`src/smo_pkg.sv`:
```
// package for the shared memory ordering unit: op codes, widths, state codes
// Summary of operation
// before is closure of issue and location order; one access in flight keeps it.
// after reading a newer value, later same-location reads never return older ones.
// every write is sent to memory at once, never parked behind later work.
// after reading another's value over own write, own stale write is not returned.
// all observers see writes to one location in one order, kept by fabric.
// writes to different locations may be seen reversed without barriers on both sides.
// barrier on writer and reader makes new y imply new x.
// write, barrier, read on two processors: at most one reads the old value.
// two writers reading twice agree on which write was last.
// no barrier is inserted by the unit; only explicit barrier ops order accesses.
// interrupts, exceptions, context swaps, cache invalidation never act as barriers.
// a data read returns the immediately preceding own write, no barrier needed.
// fetch may miss a preceding data write until an instruction stream barrier.
// an instruction-side translation fill may carry an implicit instruction stream barrier.
// different-location accesses need ordering only against barriers and translation fills.
// data reads return exactly the latest preceding write at the location.
// same-location accesses, one a write, reach the location in issue order.
// a full barrier holds later accesses until all earlier ones are ordered.
package smo_pkg;
    localparam int ADDR_W = 31;
    localparam int DATA_W = 64;
    localparam int OP_W   = 3;

    localparam logic [OP_W-1:0] OP_FETCH = 3'h0;
    localparam logic [OP_W-1:0] OP_READ  = 3'h1;
    localparam logic [OP_W-1:0] OP_WRITE = 3'h2;
    localparam logic [OP_W-1:0] OP_FBAR  = 3'h3;
    localparam logic [OP_W-1:0] OP_IBAR  = 3'h4;
    localparam logic [OP_W-1:0] OP_DFILL = 3'h5;
    localparam logic [OP_W-1:0] OP_IFILL = 3'h6;

    localparam logic [DATA_W-1:0] DATA_RST = 64'h0;
    localparam logic [ADDR_W-1:0] ADDR_RST = 31'h0;
    localparam logic              IFILL_IMPLIES_IBAR = 1'b1;

    typedef enum logic [3:0] {
        SMO_ST_IDLE  = 4'h1,
        SMO_ST_ISSUE = 4'h2,
        SMO_ST_WAIT  = 4'h4,
        SMO_ST_RESP  = 4'h8
    } smo_state_e;
endpackage

```
`src/smo_fetch_hold.sv`:
```
// single-quadword instruction fetch holder, not snooped by data writes
`timescale 1ns/10ps
`default_nettype none
module smo_fetch_hold (
    input  wire logic                        clk_sys_i,
    input  wire logic                        rst_n_i,
    input  wire logic                        inv_i,
    input  wire logic                        fill_i,
    input  wire logic [smo_pkg::ADDR_W-1:0]  fill_addr_i,
    input  wire logic [smo_pkg::DATA_W-1:0]  fill_data_i,
    input  wire logic [smo_pkg::ADDR_W-1:0]  look_addr_i,
    output logic                             hit_o,
    output logic [smo_pkg::DATA_W-1:0]       data_o
);
    logic                       valid_reg;
    logic [smo_pkg::ADDR_W-1:0] tag_reg;
    logic [smo_pkg::DATA_W-1:0] data_reg;

    ////////////////////////////////////////////////////////////////////////
    // stale until invalidated: data writes are deliberately not seen here
    always_ff @(posedge clk_sys_i) begin
        if (!rst_n_i) begin
            valid_reg <= 1'b0;
        end else if (inv_i) begin
            valid_reg <= 1'b0;
        end else if (fill_i) begin
            valid_reg <= 1'b1;
        end
    end

    always_ff @(posedge clk_sys_i) begin
        if (!rst_n_i) begin
            tag_reg  <= smo_pkg::ADDR_RST;
            data_reg <= smo_pkg::DATA_RST;
        end else if (fill_i) begin
            tag_reg  <= fill_addr_i;
            data_reg <= fill_data_i;
        end
    end

    assign hit_o  = valid_reg && (tag_reg == look_addr_i);
    assign data_o = data_reg;
endmodule // smo_fetch_hold
`default_nettype wire

```
`src/smo_unit.sv`:
```
// shared memory ordering unit: one processor's in-order access port to coherent memory
`timescale 1ns/10ps
`default_nettype none
module smo_unit (
    input  wire logic                        clk_sys_i,
    input  wire logic                        rst_n_i,
    input  wire logic                        req_valid_i,
    input  wire logic [smo_pkg::OP_W-1:0]    req_op_i,
    input  wire logic [smo_pkg::ADDR_W-1:0]  req_addr_i,
    input  wire logic [smo_pkg::DATA_W-1:0]  req_wdata_i,
    output logic                             req_ready_o,
    output logic                             rsp_valid_o,
    output logic [smo_pkg::DATA_W-1:0]       rsp_data_o,
    output logic                             mem_req_valid_o,
    output logic                             mem_req_write_o,
    output logic [smo_pkg::ADDR_W-1:0]       mem_req_addr_o,
    output logic [smo_pkg::DATA_W-1:0]       mem_req_wdata_o,
    input  wire logic                        mem_req_ready_i,
    input  wire logic                        mem_rsp_valid_i,
    input  wire logic [smo_pkg::DATA_W-1:0]  mem_rsp_data_i,
    output logic                             busy_o
);
    smo_pkg::smo_state_e         state_reg;
    smo_pkg::smo_state_e         state_next;
    logic [smo_pkg::OP_W-1:0]    op_reg;
    logic [smo_pkg::ADDR_W-1:0]  addr_reg;
    logic                        ready_reg;
    logic                        rsp_valid_reg;
    logic [smo_pkg::DATA_W-1:0]  rsp_data_reg;
    logic                        mreq_valid_reg;
    logic                        mreq_write_reg;
    logic [smo_pkg::ADDR_W-1:0]  mreq_addr_reg;
    logic [smo_pkg::DATA_W-1:0]  mreq_wdata_reg;
    logic                        busy_reg;
    logic                        accept;
    logic                        hold_hit;
    logic [smo_pkg::DATA_W-1:0]  hold_data;
    logic                        hold_inv;
    logic                        hold_fill;
    logic                        fetch_hit;

    function automatic logic is_barrier(input logic [smo_pkg::OP_W-1:0] op);
        is_barrier = (op == smo_pkg::OP_FBAR) || (op == smo_pkg::OP_IBAR);
    endfunction

    function automatic logic drains_ifetch(input logic [smo_pkg::OP_W-1:0] op);
        drains_ifetch = (op == smo_pkg::OP_IBAR) ||
                        ((op == smo_pkg::OP_IFILL) && smo_pkg::IFILL_IMPLIES_IBAR);
    endfunction

    assign accept    = req_valid_i && ready_reg;
    assign fetch_hit = (req_op_i == smo_pkg::OP_FETCH) && hold_hit;

    ////////////////////////////////////////////////////////////////////////
    // sequencing: at most one access outstanding, taken in issue order.
    // costs bandwidth, but keeps same-location order and closure trivially.
    always_comb begin
        state_next = state_reg;
        unique case (state_reg)
            smo_pkg::SMO_ST_IDLE: begin
                if (accept) begin
                    if (is_barrier(req_op_i) || fetch_hit) begin
                        state_next = smo_pkg::SMO_ST_RESP;
                    end else begin
                        state_next = smo_pkg::SMO_ST_ISSUE;
                    end
                end
            end
            smo_pkg::SMO_ST_ISSUE: begin
                if (mem_req_ready_i) begin
                    state_next = smo_pkg::SMO_ST_WAIT;
                end
            end
            smo_pkg::SMO_ST_WAIT: begin
                if (mem_rsp_valid_i) begin
                    state_next = smo_pkg::SMO_ST_RESP;
                end
            end
            smo_pkg::SMO_ST_RESP: begin
                state_next = smo_pkg::SMO_ST_IDLE;
            end
        endcase
    end

    always_ff @(posedge clk_sys_i) begin
        if (!rst_n_i) begin
            state_reg <= smo_pkg::SMO_ST_IDLE;
            ready_reg <= 1'b0;
            busy_reg  <= 1'b0;
        end else begin
            state_reg <= state_next;
            ready_reg <= (state_next == smo_pkg::SMO_ST_IDLE);
            busy_reg  <= (state_next != smo_pkg::SMO_ST_IDLE);
        end
    end

    ////////////////////////////////////////////////////////////////////////
    // captured request
    always_ff @(posedge clk_sys_i) begin
        if (!rst_n_i) begin
            op_reg   <= smo_pkg::OP_FETCH;
            addr_reg <= smo_pkg::ADDR_RST;
        end else if (accept) begin
            op_reg   <= req_op_i;
            addr_reg <= req_addr_i;
        end
    end

    ////////////////////////////////////////////////////////////////////////
    // memory request: writes go out immediately, no write-behind
    always_ff @(posedge clk_sys_i) begin
        if (!rst_n_i) begin
            mreq_valid_reg <= 1'b0;
            mreq_write_reg <= 1'b0;
            mreq_addr_reg  <= smo_pkg::ADDR_RST;
            mreq_wdata_reg <= smo_pkg::DATA_RST;
        end else begin
            mreq_valid_reg <= (state_next == smo_pkg::SMO_ST_ISSUE);
            if (accept) begin
                mreq_write_reg <= (req_op_i == smo_pkg::OP_WRITE);
                mreq_addr_reg  <= req_addr_i;
                mreq_wdata_reg <= req_wdata_i;
            end
        end
    end

    ////////////////////////////////////////////////////////////////////////
    // response: data reads take the coherent memory's value; fetch hits take the fetch holder's local copy
    always_ff @(posedge clk_sys_i) begin
        if (!rst_n_i) begin
            rsp_valid_reg <= 1'b0;
            rsp_data_reg  <= smo_pkg::DATA_RST;
        end else begin
            rsp_valid_reg <= (state_next == smo_pkg::SMO_ST_RESP);
            if (accept && fetch_hit) begin
                rsp_data_reg <= hold_data;
            end else if (accept) begin
                rsp_data_reg <= smo_pkg::DATA_RST;
            end else if ((state_reg == smo_pkg::SMO_ST_WAIT) && mem_rsp_valid_i) begin
                if (op_reg == smo_pkg::OP_WRITE) begin
                    rsp_data_reg <= smo_pkg::DATA_RST;
                end else begin
                    rsp_data_reg <= mem_rsp_data_i;
                end
            end
        end
    end

    ////////////////////////////////////////////////////////////////////////
    // fetch holder: only instruction stream barriers, explicit or fill-implied, drop it; there is
    // no interrupt, exception or context input that could flush it
    assign hold_inv  = accept && drains_ifetch(req_op_i);
    assign hold_fill = (state_reg == smo_pkg::SMO_ST_WAIT) && mem_rsp_valid_i &&
                       (op_reg == smo_pkg::OP_FETCH);

    smo_fetch_hold u_hold (
        .clk_sys_i   (clk_sys_i),
        .rst_n_i     (rst_n_i),
        .inv_i       (hold_inv),
        .fill_i      (hold_fill),
        .fill_addr_i (addr_reg),
        .fill_data_i (mem_rsp_data_i),
        .look_addr_i (req_addr_i),
        .hit_o       (hold_hit),
        .data_o      (hold_data)
    );

    assign req_ready_o     = ready_reg;
    assign rsp_valid_o     = rsp_valid_reg;
    assign rsp_data_o      = rsp_data_reg;
    assign mem_req_valid_o = mreq_valid_reg;
    assign mem_req_write_o = mreq_write_reg;
    assign mem_req_addr_o  = mreq_addr_reg;
    assign mem_req_wdata_o = mreq_wdata_reg;
    assign busy_o          = busy_reg;
endmodule // smo_unit
`default_nettype wire

```
`config.mk`:
```
export PLATFORM = sky130hd
export DESIGN_NAME = smo_unit
export DESIGN_NICKNAME = d
export VERILOG_FILES = /design/src/smo_pkg.sv /design/src/smo_fetch_hold.sv /design/src/smo_unit.sv
export SDC_FILE = /design/constraint.sdc
export NUM_CORES = 1
export LEC_CHECK = 0
export BUFFER_PORTS_ARGS = -buffer_cell sky130_fd_sc_hd__buf_2
export CAP_MARGIN = 25
export CORE_ASPECT_RATIO = 0.5
export CORE_UTILIZATION = 40
export CTS_BUF_LIST = sky130_fd_sc_hd__clkbuf_4
export DETAILED_ROUTE_END_ITERATION = 6
export PLACE_DENSITY_LB_ADDON = 0.15
export SLEW_MARGIN = 20
export SYNTH_ARGS = -nofsm -noshare
export SYNTH_HDL_FRONTEND = slang
export SYNTH_SLANG_ARGS = --single-unit
```
`constraint.sdc`:
```
create_clock -name clk_sys_i -period 4.3 [get_ports clk_sys_i]
set_input_delay 0.86 -clock clk_sys_i [delete_from_list [all_inputs] [get_ports clk_sys_i]]
set_output_delay 0.86 -clock clk_sys_i [all_outputs]
set_load 0.02 [all_outputs]
```
==> results of run 1 <==
-- stage by stage --
stage                     cell area [sq um]  power [mW]  hold slack [ns]  instances
final                                 13000        5.43            0.345       2003
after global routing                  13000        5.74            0.272       2002
after CTS                             13000        5.51            0.276       1997
after detailed placement              12300        3.46            0.444       1889
after global placement                12200        3.45            0.439       1888
after floorplan                       10500        3.15            0.437       1301
-- cell usage in the layout (no fill, tap or decap), types with 2 or more instances in the layout --
cell	n
nand2_1	392
buf_2	330
dfxtp_1	267
a21oi_1	259
clkbuf_4	96
o21ai_0	67
nor2b_1	66
a211oi_1	64
xnor2_1	28
buf_4	13
clkinv_1	10
nand4_1	7
nor3_1	7
diode_2	6
nor2_1	3
xor2_1	3
inv_1	3
nor4_1	2
nand3_1	2
nor4b_1	2
nand2b_1	2
a41o_1	2
a311oi_1	2
-- where the power goes --
| group | switching, mW | internal (mW) | total (mW) | leakage [nW] |
|---|---|---|---|---|
| Sequential | 0.0683 | 2.59 | 2.66 | 2.17 |
| Clock | 1.02 | 1.00 | 2.03 | 0.466 |
| Combinational | 0.496 | 0.255 | 0.751 | 2.80 |
-- worst max-delay path, stage by stage (launching register included) --
cell and delay (ns):
dfxtp_1 0.42, and2_4 0.46, buf_4 0.64, o32a_1 0.34, nor4b_1 0.38, a41o_1 0.15
-- cells by family after synthesis --
group / count (synthesis) / synth area share, %
compound gates: 405 / 21.5
simple gates: 493 / 20.2
flops: 267 / 51.1
buf+inv: 104 / 4.50
mux: 1 / 0.0958
xor+xnor: 31 / 2.60
-- layout make-up --
cell class / count / area, sq um
diodes: 6 / 15.0
well taps: 344 / 430
clock inverters: 12 / 46.3
fillers: 2533 / 12400
flip-flops and latches: 267 / 5350
inverters: 4 / 20.0
multi-input cells: 930 / 4680
repair buffers: 344 / 1780
clock buffers: 96 / 721
-- synthesized netlist by cell type, types with 2 or more instances --
library cell  number  share of area, %
nand2_1          394                14
dfxtp_1          267                51
a21oi_1          259                12
clkbuf_1          68               2.4
o21ai_0           67               3.2
nor2b_1           66               4.0
a211oi_1          64               4.6
xnor2_1           28               2.3
buf_2             16              0.77
nand4_1            7              0.42
nor3_1             7              0.34
buf_1              6              0.22
buf_6              6              0.65
buf_4              4              0.29
inv_1              3              0.11
nor2_1             3              0.11
xor2_1             3              0.25
a311oi_1           2              0.17
a41o_1             2              0.19
nand2b_1           2              0.12
nand3_1            2             0.096
nor4_1             2              0.12
nor4b_1            2              0.17
-- per-layer routing --
metal / share of wire [%] / wire length, um
met1: 43 / 13700
met2: 47 / 14900
met3: 7.0 / 2230
met4: 2.5 / 788
met5: 0.070 / 22
-- worst paths after layout --
check                         start             endpoint  slack [ns]  cells past startpoint
setup / recovery        req_ready_o      mem_req_valid_o        1.76                      5
hold reg to reg   mem_req_addr_o[3]    u_hold.tag_reg[3]        0.43                      2
hold / removal      req_wdata_i[63]  mem_req_wdata_o[63]        0.34                      3
setup reg to reg        req_ready_o      mem_req_valid_o        1.76                      5
==> run metrics, run 1 <==
kind of critical path=reg -> reg; Achievable Freq=393 MHz; Crit Path Max Fanout=70; first-pass GRT wire length=49000 um; Leakage=5.43 nW; Die Ht=116 um; DR vias/cell=5.08; asr flop ratio synth=0%; Post-Syn Nets=1468; HPWL Detailed=19600 um; predominant post-synthesis flop cell=dfxtp_1; Power Dens Cells=roughly 420 nW/um^2; Core ar.=25400 sq um; met3 Usage GRT=under 10%; pin count of the biggest net entering global routing=101; GR Overflow Total=0; Worst Setup End Kind=flip-flop; PostCTS Resize Cnt=0; Global Route met1 Usage=28.1%; Hold Vio Cnt, Final=0; TritonCTS Buffers=just over 60; Tcrit/Tclk final=about three fifths; Layout area overhead=24.7%; Routed WL=31700 um; Max clock buf depth=3; Die ar.=26800 sq um; Slew Limit Fails=0; max_slew headroom=40.1%; VDD IR-drop max=between 0.00015 and 0.0002 V; Wirelength per Cell=15.8 um; vias in the first global route=roughly 9600; fin worst setup slack=1.76 ns; Final Setup Violations=0; CTS Hold Buffers Added=0; Post-Syn Instances=1301; clk root buf=clkbuf_4; Setup WS pre-CTS=1.24 ns; initial antenna violation count=8; die width=231 um; clock slew at reported path FFs=~0.08 ns; RSZ-0062 raised after global routing=false; setup TNS=0 ns; CTS sink cnt=267; Mean Syn Cell Area=between 8 and 9 sq um; outcome=finished, final reports clean; share of layout cells above drive strength 1=27.5%; Synth Cell Area=10500 sq um; Clock Skews=0.0566 ns; GR Layer Usage met2=37.6%; # rows=41; Worst-Margin Slew=0.899 ns; Netlist cell types=44; CP Data Required Time=4.94 ns; Post-CTS Setup Inserts=0; element type at the critical path start=flip-flop; Most Used Layer, Global Route=met2; DRC=0; Worst Hold Class=in -> reg; Post-DRT Antenna Nets=0; GPL Wtd Cong=~0.77; Post-Route Utilization=51.2%; via count=between 10000 and 15000; maxcap violations=0; worst-skew pair later-pin latency=approximately 0.75 ns; crit path DAT=between 3 and 4 ns; Initial DRC Count=between 700 and 800; H-tree levels=2; CTS tree=built; synthesized flop and latch total=267; Post-synth EDFFs=0; Final Critical Period=2.54 ns; PortBufs=330; initial core utilization=roughly 40%; All-Layer GR Usage=22.8%; sequential fraction of the synthesis area=51.1%; DR pass1 iterations=5; Yosys warnings=0; Layout Nets=1775; I/O pins=between 300 and 400
Power figures use the tool's default switching activity.
==> inputs of run 2 (changes only) <==
==> constraint.sdc (replaced) <==
create_clock -name clk_sys_i -period 2.55 [get_ports clk_sys_i]
set_input_delay 0.51 -clock clk_sys_i [delete_from_list [all_inputs] [get_ports clk_sys_i]]
set_output_delay 0.51 -clock clk_sys_i [all_outputs]
set_load 0.02 [all_outputs]
==> run metrics, run 2 (synthesized netlist as in run 1, its figures left out) <==
CTS sink cnt=around 270; outcome=finished, final reports clean; I/O pins=between 300 and 400; max_slew headroom=54.4%; CTS Hold Buffers Added=between 150 and 200; Hold Vio Cnt, Final=0; pin count of the biggest net entering global routing=81; placed insts=around 1900; fill count=approximately 2400; Layout Nets=1933; GR Overflow Total=0; crit path max-delay cell type=dlygate4sd3_1; Final Cell Area=14700 sq um; Worst setup endpoint=rsp_data_o[9]; Layout area overhead=40.6%; Core ar.=around 25000 sq um; placed standard-cell area=~12000 sq um; worst-skew pair later-pin latency=around 0.72 ns; element type at the critical path start=input pin; clk root buf=clkbuf_4; Comb pwr share=15.8%; Final Critical Period=between 2 and 2.5 ns; Worst-Margin Slew=0.684 ns; Power Dens Cells=645 nW/um^2; Wirelength per Cell=15.7 um; All-Layer GR Usage=between 20 and 25%; TritonCTS Buffers=61; CP Data Required Time=3.16 ns; Worst Setup End Kind=flip-flop; HPWL Detailed=approximately 20000 um; Die ar.=about 27000 sq um; Tcrit/Tclk final=88.1%; Int Pwr=6.79 mW; Post-DRT Antenna Nets=0; Max clock buf depth=3; Crit Path Max Fanout=68; Die Ht=between 100 and 150 um; die width=between 200 and 250 um; cells on worst reg2reg path=6; Slew Limit Fails=0; DR vias/cell=5.06; share of layout cells above drive strength 1=25.1%; reg2reg end=rsp_data_o[9]; Sw Share=between 20 and 30%; PostCTS Resize Cnt=0; Pwr Total=9.49 mW; Worst Hold Class=in -> reg; # rows=41; commonest non-fill, non-tap cell in the layout=nand2_1; CP max stage delay=0.53 ns; kind of critical path=in -> reg; via count=10900; Setup crit start=req_addr_i[29]; most frequent cells in the layout=nand2_1, buf_2, dfxtp_1; Clock Skews=0.0369 ns; Sequential Power Share=47.2%; maxcap violations=0; initial antenna violation count=2; CTS tree=built; Leakage=6.13 nW; CP cell instances=dlygate4sd3_1 > buf_2 > xnor2_1 > nand4_1 > nor4_1 > nand4_1 > buf_12 > a211oi_1; Worst path top cell family by delay=buffers and inverters; WP buf/inv=3; PortBufs=330; clock slew at reported path FFs=approximately 0.07 ns; Final Setup Violations=0; flop2flop setup slack=~0.44 ns; clock share of power=between 30% and 40%; H-tree levels=2; DRC=0; initial core utilization=41.1%; RSZ-0062 raised after global routing=false; vias in the first global route=10500; fin worst setup slack=0.303 ns; crit path DAT=2.85 ns; Sw Pwr=2.70 mW; Critical Path Stages=8; DR pass1 iterations=7; Setup WS pre-CTS=around 0.26 ns; Routed WL=33800 um; GPL Wtd Cong=0.796; VDD IR-drop max=0.000375 V; Initial DRC Count=a little under 700; setup TNS=0 ns; reg2reg start=u_hold.tag_reg[23]; Post-CTS Setup Inserts=0; Worst path most repeated cell=nand4_1; first-pass GRT wire length=52500 um; non-filler cells, final=roughly 2200; Achievable Freq=445 MHz
==> run 2: stage by stage <==
stage	utilization (%)	hold WS, ns
finish	57.8	0.0800
global route	57.7	0.00477
CTS	57.7	0.000882
detailed placement	48.5	0.446
global placement	48.5	0.438
floorplan	-	0.437
==> run 2: worst min path at each step <==
stage | startpoint | depth (start not counted) | endpoint
3_3_place_gp | mem_req_wdata_o[63] | 2 | mem_req_wdata_o[63]
4_1_cts | mem_rsp_data_i[51] | 3 | u_hold.data_o[51]
5_1_grt | mem_rsp_data_i[33] | 3 | u_hold.data_o[33]
3_5_place_dp | mem_req_wdata_o[63] | 2 | mem_req_wdata_o[63]
2_1_floorplan | u_hold.data_o[0] | 2 | u_hold.data_o[0]
6_report | mem_rsp_data_i[32] | 3 | u_hold.data_o[32]
==> run 2: metal layers <==
layer  part of all wire (%)  vias up  global-route usage, %
met1                     42     5118                   28.8
met4                    3.1        0                   10.6
met5                      0        -                      0
met2                     49      374                   41.6
met3                    6.7       72                   6.15
li1                       -     5348                      -
==> run 2: worst min-delay path: stages <==
cell     delay (ns)
buf_2          0.12
nand2_1        0.05
a21oi_1        0.05
==> run 2: area by class of cell <==
cell class	count	area, sq um	share of cell area (%)
flip-flops and latches	267	5350	36.4
clock buffers	91	683	4.65
repair buffers	502	3420	23.3
clock inverters	15	111	0.758
diodes	3	7.51	0.0511
inverters	4	20.0	0.136
multi-input cells	930	4680	31.8
well taps	344	430	2.93
==> run 2: power groups by stage <==
stage	Sequential [mW]	Combinational (mW)	Clock (mW)
after floorplan	4.78	0.538	0
after global placement	4.56	1.28	0
after detailed placement	4.57	1.30	0
after CTS	4.48	1.49	3.62
after global routing	4.50	1.62	3.87
final	4.48	1.50	3.50
